File: config.mk
export PLATFORM = sky130hd
export DESIGN_NAME = asc_channel
export DESIGN_NICKNAME = d
export VERILOG_FILES = /design/src/verilog/asc_pkg.sv /design/src/verilog/asc_channel.sv
export SDC_FILE = /design/constraint.sdc
export NUM_CORES = 1
export LEC_CHECK = 0
export ABC_AREA = 0
export ABC_CLOCK_PERIOD_IN_PS = 3400
export BUFFER_PORTS_ARGS = -buffer_cell sky130_fd_sc_hd__buf_2
export CAP_MARGIN = 20
export CORE_MARGIN = 2
export CORE_UTILIZATION = 45
export CTS_CLUSTER_DIAMETER = 50
export CTS_CLUSTER_SIZE = 10
export DETAILED_ROUTE_END_ITERATION = 10
export PLACE_DENSITY = 0.71
export SYNTH_ARGS = -nofsm -noshare
export SYNTH_HDL_FRONTEND = slang
export SYNTH_SLANG_ARGS = --single-unit
File: constraint.sdc
create_clock -name sys_clk -period 3.4 [get_ports sys_clk]
set_input_delay 0.51 -clock sys_clk [delete_from_list [all_inputs] [get_ports sys_clk]]
set_output_delay 0.51 -clock sys_clk [all_outputs]
set_load 0.03 [all_outputs]
File: src/verilog/asc_pkg.sv
// Constants, carriers and state types of the async serial channel
package asc_pkg;
  // Register addresses
  localparam logic [31:0] ADDR_MODE = 32'hffff_c080;
  localparam logic [31:0] ADDR_BRR = 32'hffff_c082;
  localparam logic [31:0] ADDR_TDATA = 32'hffff_c083;
  localparam logic [31:0] ADDR_CTRL = 32'hffff_c084;
  localparam logic [31:0] ADDR_RDATA = 32'hffff_c085;
  localparam logic [31:0] ADDR_STAT = 32'hffff_c088;
  localparam logic [31:0] ADDR_AUX = 32'hffff_c090;
  localparam logic [31:0] ADDR_LEVEL = 32'hffff_c091;
  localparam logic [31:0] ADDR_PINMUX = 32'hffff_c092;
  // Mode register fields
  localparam int MODE_SYNC = 7;
  localparam int MODE_CHR = 6;
  localparam int MODE_PE = 5;
  localparam int MODE_ODD = 4;
  localparam int MODE_STOP = 3;
  localparam int MODE_CKS_LO = 0;
  // Control register fields
  localparam int CTRL_TIE = 7;
  localparam int CTRL_RIE = 6;
  localparam int CTRL_TE = 5;
  localparam int CTRL_RE = 4;
  localparam int CTRL_TEIE = 2;
  localparam int CTRL_CKE_LO = 0;
  // Status register fields
  localparam int STAT_TX_BUF_EMPTY_FLAG = 7;
  localparam int STAT_RDRF = 6;
  localparam int STAT_ORER = 5;
  localparam int STAT_FER = 4;
  localparam int STAT_PER = 3;
  localparam int STAT_TX_DONE_FLAG = 2;
  // Aux register fields, pin mux fields
  localparam int AUX_HALT = 0;
  localparam int AUX_BREAK = 1;
  localparam int PIN_OUT_LO = 0;
  localparam int PIN_IN_LO = 4;
  localparam logic [2:0] PIN_SEL_SERIAL = 3'h1;
  // Reset values
  localparam logic [7:0] RST_MODE = 8'h00;
  localparam logic [7:0] RST_BRR = 8'hff;
  localparam logic [7:0] RST_CTRL = 8'h00;
  localparam logic [7:0] RST_STAT = 8'h84;
  localparam logic [7:0] RST_TDATA = 8'hff;
  localparam logic [7:0] RST_AUX = 8'h01;
  localparam logic [3:0] RST_LEVEL = 4'h0;
  localparam logic [2:0] RST_PIN = 3'h0;
  // Timing: sixteen sample ticks per bit, start checked mid-bit
  localparam logic [3:0] TICK_LAST = 4'hf;
  localparam logic [3:0] TICK_MID = 4'h7;
  localparam logic [3:0] BITS_LONG = 4'h8;
  localparam logic [3:0] BITS_SHORT = 4'h7;
  // Interrupt source codes in vector-table order
  localparam logic [2:0] IRQ_NONE = 3'h0;
  localparam logic [2:0] IRQ_FAULT = 3'h1;
  localparam logic [2:0] IRQ_RXFULL = 3'h2;
  localparam logic [2:0] IRQ_TXEMPTY = 3'h3;
  localparam logic [2:0] IRQ_TXDONE = 3'h4;

  typedef enum logic [2:0] {
    TX_IDLE, TX_START, TX_DATA, TX_PARITY, TX_STOP
  } asc_tx_e;

  typedef enum logic [2:0] {
    RX_IDLE, RX_START, RX_DATA, RX_PARITY, RX_STOP
  } asc_rx_e;

  typedef struct packed {
    logic [31:0] addr;
    logic [7:0] wdata;
    logic wr;
    logic rd;
  } asc_bus_s;

  typedef struct packed {
    logic tx_empty;
    logic rx_full;
    logic rx_fault;
    logic shift_done;
    logic [3:0] level;
    logic [2:0] code;
  } asc_irq_s;

  typedef struct packed {
    logic [7:0] mode;
    logic [7:0] brr;
    logic [7:0] ctrl;
    logic [7:0] tdata;
    logic [7:0] rdata_reg;
    logic tx_buf_empty_flag;
    logic rdrf;
    logic orer;
    logic fer;
    logic per;
    logic tx_done_flag;
    logic halt;
    logic brk;
    logic [3:0] level;
    logic [2:0] pin_out;
    logic [2:0] pin_in;
    logic [7:0] rdata;
    logic [15:0] baud_cnt;
    logic tick;
    logic rx_s1;
    logic rx_s2;
    asc_tx_e tx_st;
    logic [7:0] tx_sh;
    logic [3:0] tx_bit;
    logic [3:0] tx_ph;
    logic tx_par;
    logic txd;
    asc_rx_e rx_st;
    logic [7:0] rx_sh;
    logic [3:0] rx_bit;
    logic [3:0] rx_ph;
    logic rx_par;
    logic out_pin;
    logic out_oe;
    asc_irq_s irq;
  } asc_state_s;
endpackage

File: src/verilog/asc_channel.sv
// Async serial channel: registers, baud generator, transmitter, receiver
//
// Overview of operation
// - Mode select bit 0 means async framing
// - Length bit 0 gives eight data bits
// - Parity bit 0: no parity added or checked
// - Stop-length bit 0 gives one stop bit
// - Divisor 64 at 40 MHz gives 19200
// - Transmit-empty enable gates transmit-empty request
// - Receive-interrupt enable gates full and error requests
// - Transmit enable bit runs the transmitter
// - Receive enable bit runs the receiver
// - Clock field 00 uses internal baud generator
// - Status register resets to 0x84
// - Transmit-end flag resets to one
// - Halt bit one holds channel stopped
// - Four-bit field sets the interrupt level
// - Shared-level requests ranked by vector order
// - Pin mode 001 routes serial pins
// - Frame: start, data LSB first, parity, stop
// - Idle high; low level in idle starts reception
// - Sample tick at sixteen times bit rate
// - Framing, parity, overrun, break raise error request
`timescale 1ns/1ps
`default_nettype none

module asc_channel (
  // Clock and reset
  input wire logic sys_clk,
  input wire logic rst_n,
  // Register port
  input wire asc_pkg::asc_bus_s bus,
  output logic [7:0] rd_data,
  // Serial pins
  input wire logic serial_in_pin,
  output logic serial_out_pin,
  output logic serial_out_oe,
  // Interrupt requests
  output asc_pkg::asc_irq_s irq
);

  asc_pkg::asc_state_s s;
  asc_pkg::asc_state_s next_s;

  logic run;
  logic rx_line;
  logic [15:0] baud_limit;
  logic [3:0] nbits;
  logic [7:0] rx_word;
  logic [7:0] stat_view;
  logic [7:0] rd_val;

  always_comb begin
    next_s = s;
    stat_view = {s.tx_buf_empty_flag, s.rdrf, s.orer, s.fer, s.per, s.tx_done_flag, 2'b00};
    // Channel runs only out of halt, in async mode, with internal clock
    run = !s.halt && !s.mode[asc_pkg::MODE_SYNC]
          && (s.ctrl[asc_pkg::CTRL_CKE_LO +: 2] == 2'b00);
    rx_line = (s.pin_in == asc_pkg::PIN_SEL_SERIAL) ? s.rx_s2 : 1'b1;
    nbits = s.mode[asc_pkg::MODE_CHR] ? asc_pkg::BITS_SHORT : asc_pkg::BITS_LONG;
    // Tick period is 2*(N+1)*4^cks, so a bit lasts 32*(N+1)*4^cks clocks
    baud_limit = 16'(((17'(s.brr) + 17'd1)
                 << (5'd1 + {2'b00, s.mode[asc_pkg::MODE_CKS_LO +: 2], 1'b0})) - 17'd1);
    rx_word = s.mode[asc_pkg::MODE_CHR] ? {1'b0, s.rx_sh[7:1]} : s.rx_sh;

    // Pin synchroniser
    next_s.rx_s1 = serial_in_pin;
    next_s.rx_s2 = s.rx_s1;

    // Baud generator
    next_s.tick = 1'b0;
    if (!run) begin
      next_s.baud_cnt = 16'h0000;
    end else if (s.baud_cnt >= baud_limit) begin
      next_s.baud_cnt = 16'h0000;
      next_s.tick = 1'b1;
    end else begin
      next_s.baud_cnt = s.baud_cnt + 16'h0001;
    end

    // Register read
    rd_val = 8'h00;
    case (bus.addr)
      asc_pkg::ADDR_MODE: rd_val = s.mode;
      asc_pkg::ADDR_BRR: rd_val = s.brr;
      asc_pkg::ADDR_TDATA: rd_val = s.tdata;
      asc_pkg::ADDR_CTRL: rd_val = s.ctrl;
      asc_pkg::ADDR_RDATA: rd_val = s.rdata_reg;
      asc_pkg::ADDR_STAT: rd_val = stat_view;
      asc_pkg::ADDR_AUX: rd_val = {6'h00, s.brk, s.halt};
      asc_pkg::ADDR_LEVEL: rd_val = {4'h0, s.level};
      asc_pkg::ADDR_PINMUX: rd_val = {1'b0, s.pin_in, 1'b0, s.pin_out};
      default: rd_val = 8'h00;
    endcase
    next_s.rdata = bus.rd ? rd_val : 8'h00;

    // Register write; hardware sets below win over these clears
    if (bus.wr) begin
      case (bus.addr)
        asc_pkg::ADDR_MODE: next_s.mode = bus.wdata;
        asc_pkg::ADDR_BRR: next_s.brr = bus.wdata;
        asc_pkg::ADDR_TDATA: begin
          next_s.tdata = bus.wdata;
          next_s.tx_buf_empty_flag = 1'b0;
        end
        asc_pkg::ADDR_CTRL: next_s.ctrl = bus.wdata;
        asc_pkg::ADDR_STAT: begin
          next_s.tx_buf_empty_flag = s.tx_buf_empty_flag & bus.wdata[asc_pkg::STAT_TX_BUF_EMPTY_FLAG];
          next_s.rdrf = s.rdrf & bus.wdata[asc_pkg::STAT_RDRF];
          next_s.orer = s.orer & bus.wdata[asc_pkg::STAT_ORER];
          next_s.fer = s.fer & bus.wdata[asc_pkg::STAT_FER];
          next_s.per = s.per & bus.wdata[asc_pkg::STAT_PER];
          next_s.tx_done_flag = s.tx_done_flag & bus.wdata[asc_pkg::STAT_TX_DONE_FLAG];
        end
        asc_pkg::ADDR_AUX: begin
          next_s.halt = bus.wdata[asc_pkg::AUX_HALT];
          next_s.brk = s.brk & bus.wdata[asc_pkg::AUX_BREAK];
        end
        asc_pkg::ADDR_LEVEL: next_s.level = bus.wdata[3:0];
        asc_pkg::ADDR_PINMUX: begin
          next_s.pin_out = bus.wdata[asc_pkg::PIN_OUT_LO +: 3];
          next_s.pin_in = bus.wdata[asc_pkg::PIN_IN_LO +: 3];
        end
        default: ;
      endcase
    end

    // Transmitter
    if (!run || !s.ctrl[asc_pkg::CTRL_TE]) begin
      next_s.tx_st = asc_pkg::TX_IDLE;
      next_s.txd = 1'b1;
    end else begin
      case (s.tx_st)
        asc_pkg::TX_IDLE: begin
          next_s.txd = 1'b1;
          if (!s.tx_buf_empty_flag) begin
            next_s.tx_sh = s.tdata;
            next_s.tx_buf_empty_flag = 1'b1;
            next_s.tx_done_flag = 1'b0;
            next_s.tx_par = s.mode[asc_pkg::MODE_ODD];
            next_s.tx_ph = 4'h0;
            next_s.tx_st = asc_pkg::TX_START;
          end
        end
        asc_pkg::TX_START: begin
          next_s.txd = 1'b0;
          if (s.tick) begin
            next_s.tx_ph = s.tx_ph + 4'h1;
            if (s.tx_ph == asc_pkg::TICK_LAST) begin
              next_s.tx_bit = 4'h0;
              next_s.tx_st = asc_pkg::TX_DATA;
            end
          end
        end
        asc_pkg::TX_DATA: begin
          next_s.txd = s.tx_sh[0];
          if (s.tick) begin
            next_s.tx_ph = s.tx_ph + 4'h1;
            if (s.tx_ph == asc_pkg::TICK_LAST) begin
              next_s.tx_par = s.tx_par ^ s.tx_sh[0];
              next_s.tx_sh = {1'b0, s.tx_sh[7:1]};
              next_s.tx_bit = s.tx_bit + 4'h1;
              if (s.tx_bit + 4'h1 == nbits) begin
                next_s.tx_bit = 4'h0;
                next_s.tx_st = s.mode[asc_pkg::MODE_PE] ? asc_pkg::TX_PARITY
                                                         : asc_pkg::TX_STOP;
              end
            end
          end
        end
        asc_pkg::TX_PARITY: begin
          next_s.txd = s.tx_par;
          if (s.tick) begin
            next_s.tx_ph = s.tx_ph + 4'h1;
            if (s.tx_ph == asc_pkg::TICK_LAST) begin
              next_s.tx_st = asc_pkg::TX_STOP;
            end
          end
        end
        asc_pkg::TX_STOP: begin
          next_s.txd = 1'b1;
          if (s.tick) begin
            next_s.tx_ph = s.tx_ph + 4'h1;
            if (s.tx_ph == asc_pkg::TICK_LAST) begin
              next_s.tx_bit = s.tx_bit + 4'h1;
              if (s.mode[asc_pkg::MODE_STOP] && s.tx_bit == 4'h0) begin
                next_s.tx_st = asc_pkg::TX_STOP;
              end else if (!s.tx_buf_empty_flag) begin
                next_s.tx_sh = s.tdata;
                next_s.tx_buf_empty_flag = 1'b1;
                next_s.tx_par = s.mode[asc_pkg::MODE_ODD];
                next_s.tx_st = asc_pkg::TX_START;
              end else begin
                next_s.tx_done_flag = 1'b1;
                next_s.tx_st = asc_pkg::TX_IDLE;
              end
            end
          end
        end
        default: next_s.tx_st = asc_pkg::TX_IDLE;
      endcase
    end

    // Receiver
    if (!run || !s.ctrl[asc_pkg::CTRL_RE]) begin
      next_s.rx_st = asc_pkg::RX_IDLE;
    end else begin
      case (s.rx_st)
        asc_pkg::RX_IDLE: begin
          if (!rx_line) begin
            next_s.rx_ph = 4'h0;
            next_s.rx_st = asc_pkg::RX_START;
          end
        end
        asc_pkg::RX_START: begin
          if (s.tick) begin
            next_s.rx_ph = s.rx_ph + 4'h1;
            if (s.rx_ph == asc_pkg::TICK_MID) begin
              next_s.rx_ph = 4'h0;
              next_s.rx_bit = 4'h0;
              next_s.rx_par = s.mode[asc_pkg::MODE_ODD];
              next_s.rx_st = rx_line ? asc_pkg::RX_IDLE : asc_pkg::RX_DATA;
            end
          end
        end
        asc_pkg::RX_DATA: begin
          if (s.tick) begin
            next_s.rx_ph = s.rx_ph + 4'h1;
            if (s.rx_ph == asc_pkg::TICK_LAST) begin
              next_s.rx_sh = {rx_line, s.rx_sh[7:1]};
              next_s.rx_par = s.rx_par ^ rx_line;
              next_s.rx_bit = s.rx_bit + 4'h1;
              if (s.rx_bit + 4'h1 == nbits) begin
                next_s.rx_st = s.mode[asc_pkg::MODE_PE] ? asc_pkg::RX_PARITY
                                                         : asc_pkg::RX_STOP;
              end
            end
          end
        end
        asc_pkg::RX_PARITY: begin
          if (s.tick) begin
            next_s.rx_ph = s.rx_ph + 4'h1;
            if (s.rx_ph == asc_pkg::TICK_LAST) begin
              next_s.rx_par = s.rx_par ^ rx_line;
              next_s.rx_st = asc_pkg::RX_STOP;
            end
          end
        end
        asc_pkg::RX_STOP: begin
          if (s.tick) begin
            next_s.rx_ph = s.rx_ph + 4'h1;
            if (s.rx_ph == asc_pkg::TICK_LAST) begin
              next_s.rx_st = asc_pkg::RX_IDLE;
              if (!rx_line) begin
                next_s.fer = 1'b1;
                if (rx_word == 8'h00) begin
                  next_s.brk = 1'b1;
                end
              end
              if (s.mode[asc_pkg::MODE_PE] && s.rx_par) begin
                next_s.per = 1'b1;
              end
              if (s.rdrf) begin
                next_s.orer = 1'b1;
              end else begin
                next_s.rdata_reg = rx_word;
                next_s.rdrf = 1'b1;
              end
            end
          end
        end
        default: next_s.rx_st = asc_pkg::RX_IDLE;
      endcase
    end

    // Output pin routing
    next_s.out_oe = (s.pin_out == asc_pkg::PIN_SEL_SERIAL);
    next_s.out_pin = next_s.out_oe ? next_s.txd : 1'b1;

    // Interrupt requests
    next_s.irq.tx_empty = !s.halt && s.ctrl[asc_pkg::CTRL_TIE] && s.tx_buf_empty_flag;
    next_s.irq.rx_full = !s.halt && s.ctrl[asc_pkg::CTRL_RIE] && s.rdrf;
    next_s.irq.rx_fault = !s.halt && s.ctrl[asc_pkg::CTRL_RIE]
                          && (s.orer || s.fer || s.per);
    next_s.irq.shift_done = !s.halt && s.ctrl[asc_pkg::CTRL_TEIE] && s.tx_done_flag;
    next_s.irq.level = s.level;
    if (next_s.irq.rx_fault) begin
      next_s.irq.code = asc_pkg::IRQ_FAULT;
    end else if (next_s.irq.rx_full) begin
      next_s.irq.code = asc_pkg::IRQ_RXFULL;
    end else if (next_s.irq.tx_empty) begin
      next_s.irq.code = asc_pkg::IRQ_TXEMPTY;
    end else if (next_s.irq.shift_done) begin
      next_s.irq.code = asc_pkg::IRQ_TXDONE;
    end else begin
      next_s.irq.code = asc_pkg::IRQ_NONE;
    end
  end

  always_ff @(posedge sys_clk) begin
    if (!rst_n) begin
      s <= '0;
      s.mode <= asc_pkg::RST_MODE;
      s.brr <= asc_pkg::RST_BRR;
      s.ctrl <= asc_pkg::RST_CTRL;
      s.tdata <= asc_pkg::RST_TDATA;
      s.tx_buf_empty_flag <= asc_pkg::RST_STAT[asc_pkg::STAT_TX_BUF_EMPTY_FLAG];
      s.tx_done_flag <= asc_pkg::RST_STAT[asc_pkg::STAT_TX_DONE_FLAG];
      s.halt <= asc_pkg::RST_AUX[asc_pkg::AUX_HALT];
      s.level <= asc_pkg::RST_LEVEL;
      s.pin_out <= asc_pkg::RST_PIN;
      s.pin_in <= asc_pkg::RST_PIN;
      s.rx_s1 <= 1'b1;
      s.rx_s2 <= 1'b1;
      s.txd <= 1'b1;
      s.out_pin <= 1'b1;
      s.tx_st <= asc_pkg::TX_IDLE;
      s.rx_st <= asc_pkg::RX_IDLE;
    end else begin
      s <= next_s;
    end
  end

  assign rd_data = s.rdata;
  assign serial_out_pin = s.out_pin;
  assign serial_out_oe = s.out_oe;
  assign irq = s.irq;

endmodule

`default_nettype wire

* Word-level counts from Yosys, hierarchy flattened
Index checks and enable logic that the tools add are counted.
Word-level totals: input bits 45, logic and storage cells 263, bits in registers 139, output and inout bits 21
Operators by class: reduce and logical (&&, ||, !) cells 57, shift-type cells 1, bitwise gates (word level) 14, $lt $le $gt $ge 1, add/sub/neg operators 8, multiplexer cells 94, eq/ne operators 46
Operators with widths (number):
- $eq 32x32->1 const B | 9
- $pmux 8 s9 | 1
- $mux 20 | 3
- $mux 3 | 16
- $mux 15 | 3
- $mux 4 | 11
- $ne 2x2->1 const B | 22
- $pmux 4 s5 | 2
- $mux 8 | 4
- $mux 1 | 31
- $pmux 3 s5 | 2
- $pmux 8 s3 | 1
- $reduce_and 10->1 | 2
- $reduce_and 2->1 | 10
- $mux 18 | 1
- $mux 9 | 2
- $add 16x1->16 const B | 1
- $add 4x1->4 const B | 4
- $ge 16x16->1 | 1
- $shl 9x4->16 | 1
- $sub 16x1->16 const B | 1
- $mux 5 | 3
- $reduce_and 7->1 | 2
- $eq 3x1->1 const B | 4
- other kinds (36) | 84

* Depth between registers and ports, before layout
depth in word-level cells 9, mapped depth 18, gate-level depth less buffers 15

* Worst setup path after synthesis
OpenSTA, ideal clock, no wires.
path type register -> register, start point register s[131] (netlist name), end point register s[65] (netlist name), slack -345 ps, clock period less this slack 3745 ps, library setup time 132 ps, data required time 3268 ps, arrival time 3613 ps, path buffers 5, stages on the path, launching flop included 17, path through dfxtp_1 -> buf_2 -> buf_2 -> buf_1 -> clkbuf_1 -> or3_1 -> ha_1 -> and3_1 -> and3_1 -> nor2b_1 -> xnor2_1 -> ha_1 -> nand4_1 -> o311a_1 -> o21ai_1 -> clkbuf_1 -> nor3_1
Between the ends: longest elaborated chain between the ends 5
Ends and longest elaborated chain:
- start: declaration | RTL line asc_channel.sv:42 | asc_pkg::asc_state_s s;
- start signal: assignment | RTL line asc_channel.sv:320 | s <= next_s;
- $add 1x3->4 | RTL line asc_channel.sv:63 | << (5'd1 + {2'b00, s.mode[asc_pkg::MODE_CKS_LO +: 2], 1'b0})) - 17'd1);
- $shl 9x4->16 | RTL line asc_channel.sv:62 | baud_limit = 16'(((17'(s.brr) + 17'd1)
- $sub 16x1->16 | RTL line asc_channel.sv:63
- $ge 16x16->1 | RTL line asc_channel.sv:74 | end else if (s.baud_cnt >= baud_limit) begin
- $reduce_or 3->1 (no source line)
No other way between the ends. A chain may end at the register's enable or synchronous reset.

* Final worst setup path
start point register s[124] (netlist name), end point register s[56] (netlist name)
Between the ends: longest elaborated chain between the ends 5
Ends and longest elaborated chain (RTL line):
- $add 8x1->9 | asc_channel.sv:62
- $shl 9x4->16 | asc_channel.sv:62
- $sub 16x1->16 | asc_channel.sv:63
- $ge 16x16->1 | asc_channel.sv:74
- $mux 1 | asc_channel.sv:74
No other way between the ends.

==> qor.txt <==
Tmin final: 3.21 ns
DRC errors left: 0
CTS max path bufs: 2
Synth Register Bits: 139
vias in the first global route: 6708
dominant synthesized flop cell: dfxtp_1
WHS Path Cells: 2
Die Y: 138 um
commonest cells after routing, fill and taps aside: dfxtp_1, nand2_1, buf_2
pin count of the biggest net entering global routing: 85
skew final: 0.00904 ns
antenna violations before repair: 0
dpl hpwl: 15000 um
crit end category: flop
Syn Nets: 1023
CTS Hold Bufs: 0
crit path launch type: flop
VDD IR max: 0.000368 V
reg2reg path depth: 15
Vias: 6998
worst-path cell chain: ha_4, and4_4, a21boi_1, o31ai_1, o211a_1, and3_4, nand3_1, xnor2_1, ha_1, a21o_1, a21o_1, a21oi_2, o21ai_4, buf_12, and2_1
CTS Buf Count: 17
Tot Pwr: 0.00365 W
clock power share: 0.525
sequential share of the synthesized area: 0.345
Clock Latency Late Sink: 0.42 ns
Post-Synth XOR/XNOR Area: 0.0423
slowest stage delay, CP: 0.38 ns
HP Class: primary input to flop
H-tree levels: 4
Tightest Pin Transition: 0.731 ns
EDFF count, synth: 0
fmax: 311 MHz
total track usage: 0.224
cell family with most CP delay: compound AO/OA/AOI/OAI gates
first-pass GRT wire length: 33400 um
final core occ: 0.533
port bufs: 65
remaining antenna violation count: 0
CP Max Fanout: 17
Sequential Power Share: 0.446
CORE AREA: 17400 um^2
multiplexer area fraction after synthesis: 0.0854
synth top area cells: dfxtp_1, mux2i_1, nand2_1, ha_1, nor2b_1
DRT Wirelength: 20500 um
final antenna diode count: 0
fin crit share: 0.944
yosys warns: 0
slowest CP cell: dfxtp_2
Detailed Route Iter0 Violations: 551
Net Switching: 0.000768 W
most used cell, CP: a21o_1
Internal Power: 0.00288 W
Cell variety after synth: 84
Post-Synth Adder-Cell Area: 0.0356
commonest non-fill, non-tap cell in the layout: dfxtp_1
row count: 48
# clock sinks: 139
worst path bufs/invs: 1
Max Cap Violations: 0
Clock Tree Root: clkbuf_16
leakage power: 3.81 nW
combinational family with the most area after synthesis: simple AND/OR/NAND/NOR gates
RePlAce Congestion: 0.910
Final setup viols: 0
area share of the largest cell type after synthesis: 0.345
Post-Syn Area per Cell: 8.46 um^2
Synth Area in Compound Gates: 0.154
Nets: 1065
worst path arrival time: 3.52 ns
Area Growth Syn to Fin: 14.9%
leading area contributor after synthesis: dfxtp_1
Post-Synth Simple-Gate Area: 0.285
CTS tree: done
status: complete, no violations
PD cells: 394 nW/um^2
TritonRoute pass-1 iters: 5
critical path depth: 15
asr flop ratio synth: 0
Worst-path clk slew: 0.06 ns
Fin. Hold Viols: 0
share of layout cells above drive strength 1: 0.188
fill count: 1613
Starting Density: 0.464
GRT Residual Overflow: 0
mapped cell area: 8080 um^2
Die Footprint: 19000 um^2
Via density: 5.67
Max transition margin: 0.513
Final Max Slew Viols: 0
Routed WL per cell: 16.6 um
worst path required time: 3.71 ns
Sw Share: 0.210
io pins: 66
Gate Count Post-Synth: 955
Setup Crit Path Kind: flop to flop
Comb power frac: 0.029
die extent in x: 138 um
power by group through the flow:
stage          clock network (W)   logic, W  registers (W)
2_1_floorplan                  0  0.0000481        0.00167
3_3_place_gp                   0   0.000103        0.00167
3_5_place_dp                   0   0.000103        0.00167
4_1_cts                  0.00194   0.000104        0.00163
5_1_grt                  0.00202   0.000112        0.00163
6_report                 0.00192   0.000105        0.00163
worst paths after layout:
path	start	end	slack, ns
worst max-delay path	s[124]	s[56]	0.19
worst min-delay path	serial_in_pin	next_s[54]	0.27
worst max register to register	s[124]	s[56]	0.19
worst min register to register	next_s[54]	s[54]	0.42
worst reg2reg max path: cells and delay by family (launching register included):
kind,cells,cell delay [ns]
buf+inv,1,0.15
simple gates,4,0.75
flops,1,0.38
fa+ha+maj,2,0.49
compound gates,7,1.20
xor+xnor,1,0.14
layer usage:
metal  vias to the layer above  global-route usage  part of all wire
li1                       3479                   -                 -
met1                      3290               0.284              0.44
met2                       199               0.382              0.48
met3                        30              0.0398             0.049
met4                         0              0.0777             0.024
met5                         -                   0                 0
sequential cells by signal (all words and copies together), names as in the netlist:
| name | cells |
|---|---|
| s | 113 |
| irq | 11 |
| serial_out_oe | 1 |
| rd_data | 8 |
| serial_out_pin | 1 |
| next_s | 5 |
through the flow:
stage	setup TNS (ns)	hold WS [ns]	cell area [um^2]	std cells	worst slack (ns)
detailed placement	-0.928	0.410	8520	1199	-0.0703
CTS	0	0.262	9150	1232	0.0124
global route	-0.00830	0.267	9280	1235	-0.00533
floorplan	0	0.386	8110	955	0.00215
finish	0	0.275	9280	1235	0.189
global placement	0	0.415	8520	1199	0.0243
cells in the mapped netlist (all sizes together), types with 10 or more instances:
library cell / n
a21boi: 18
a21oi: 20
a22oi: 12
and2: 20
and3: 17
buf: 38
clkbuf: 34
dfxtp: 139
ha: 23
inv: 15
mux2i: 61
nand2: 131
nand2b: 14
nand3: 38
nand4: 19
nor2: 57
nor2b: 45
nor3: 33
o21ai: 37
or3: 10
xnor2: 21
xor2: 18
timing repair:
item / in CTS / in global routing
setup endpoints to repair: 17 / 17
pin swaps: 1 / 3
buffers inserted: 1 / 3
gates resized for setup: 2 / 24
hold endpoints to repair: 0 / 0
layout make-up:
| type | count | area, um^2 | area share |
|---|---|---|---|
| multi-input combinational | 729 | 4970 | 0.536 |
| sequential | 139 | 2790 | 0.301 |
| timing repair buffer | 95 | 563 | 0.0607 |
| clock buffer | 22 | 474 | 0.0511 |
| tap | 225 | 282 | 0.0303 |
| clock inverter | 10 | 139 | 0.0150 |
| inverter | 15 | 56.3 | 0.00607 |
kinds of logic after synthesis:
group           count (synthesis)
compound gates                169
mux                            68
buf+inv                        87
flops                         139
fa+ha+maj                      23
xor+xnor                       39
simple gates                  430
Power figures use the tool's default switching activity.
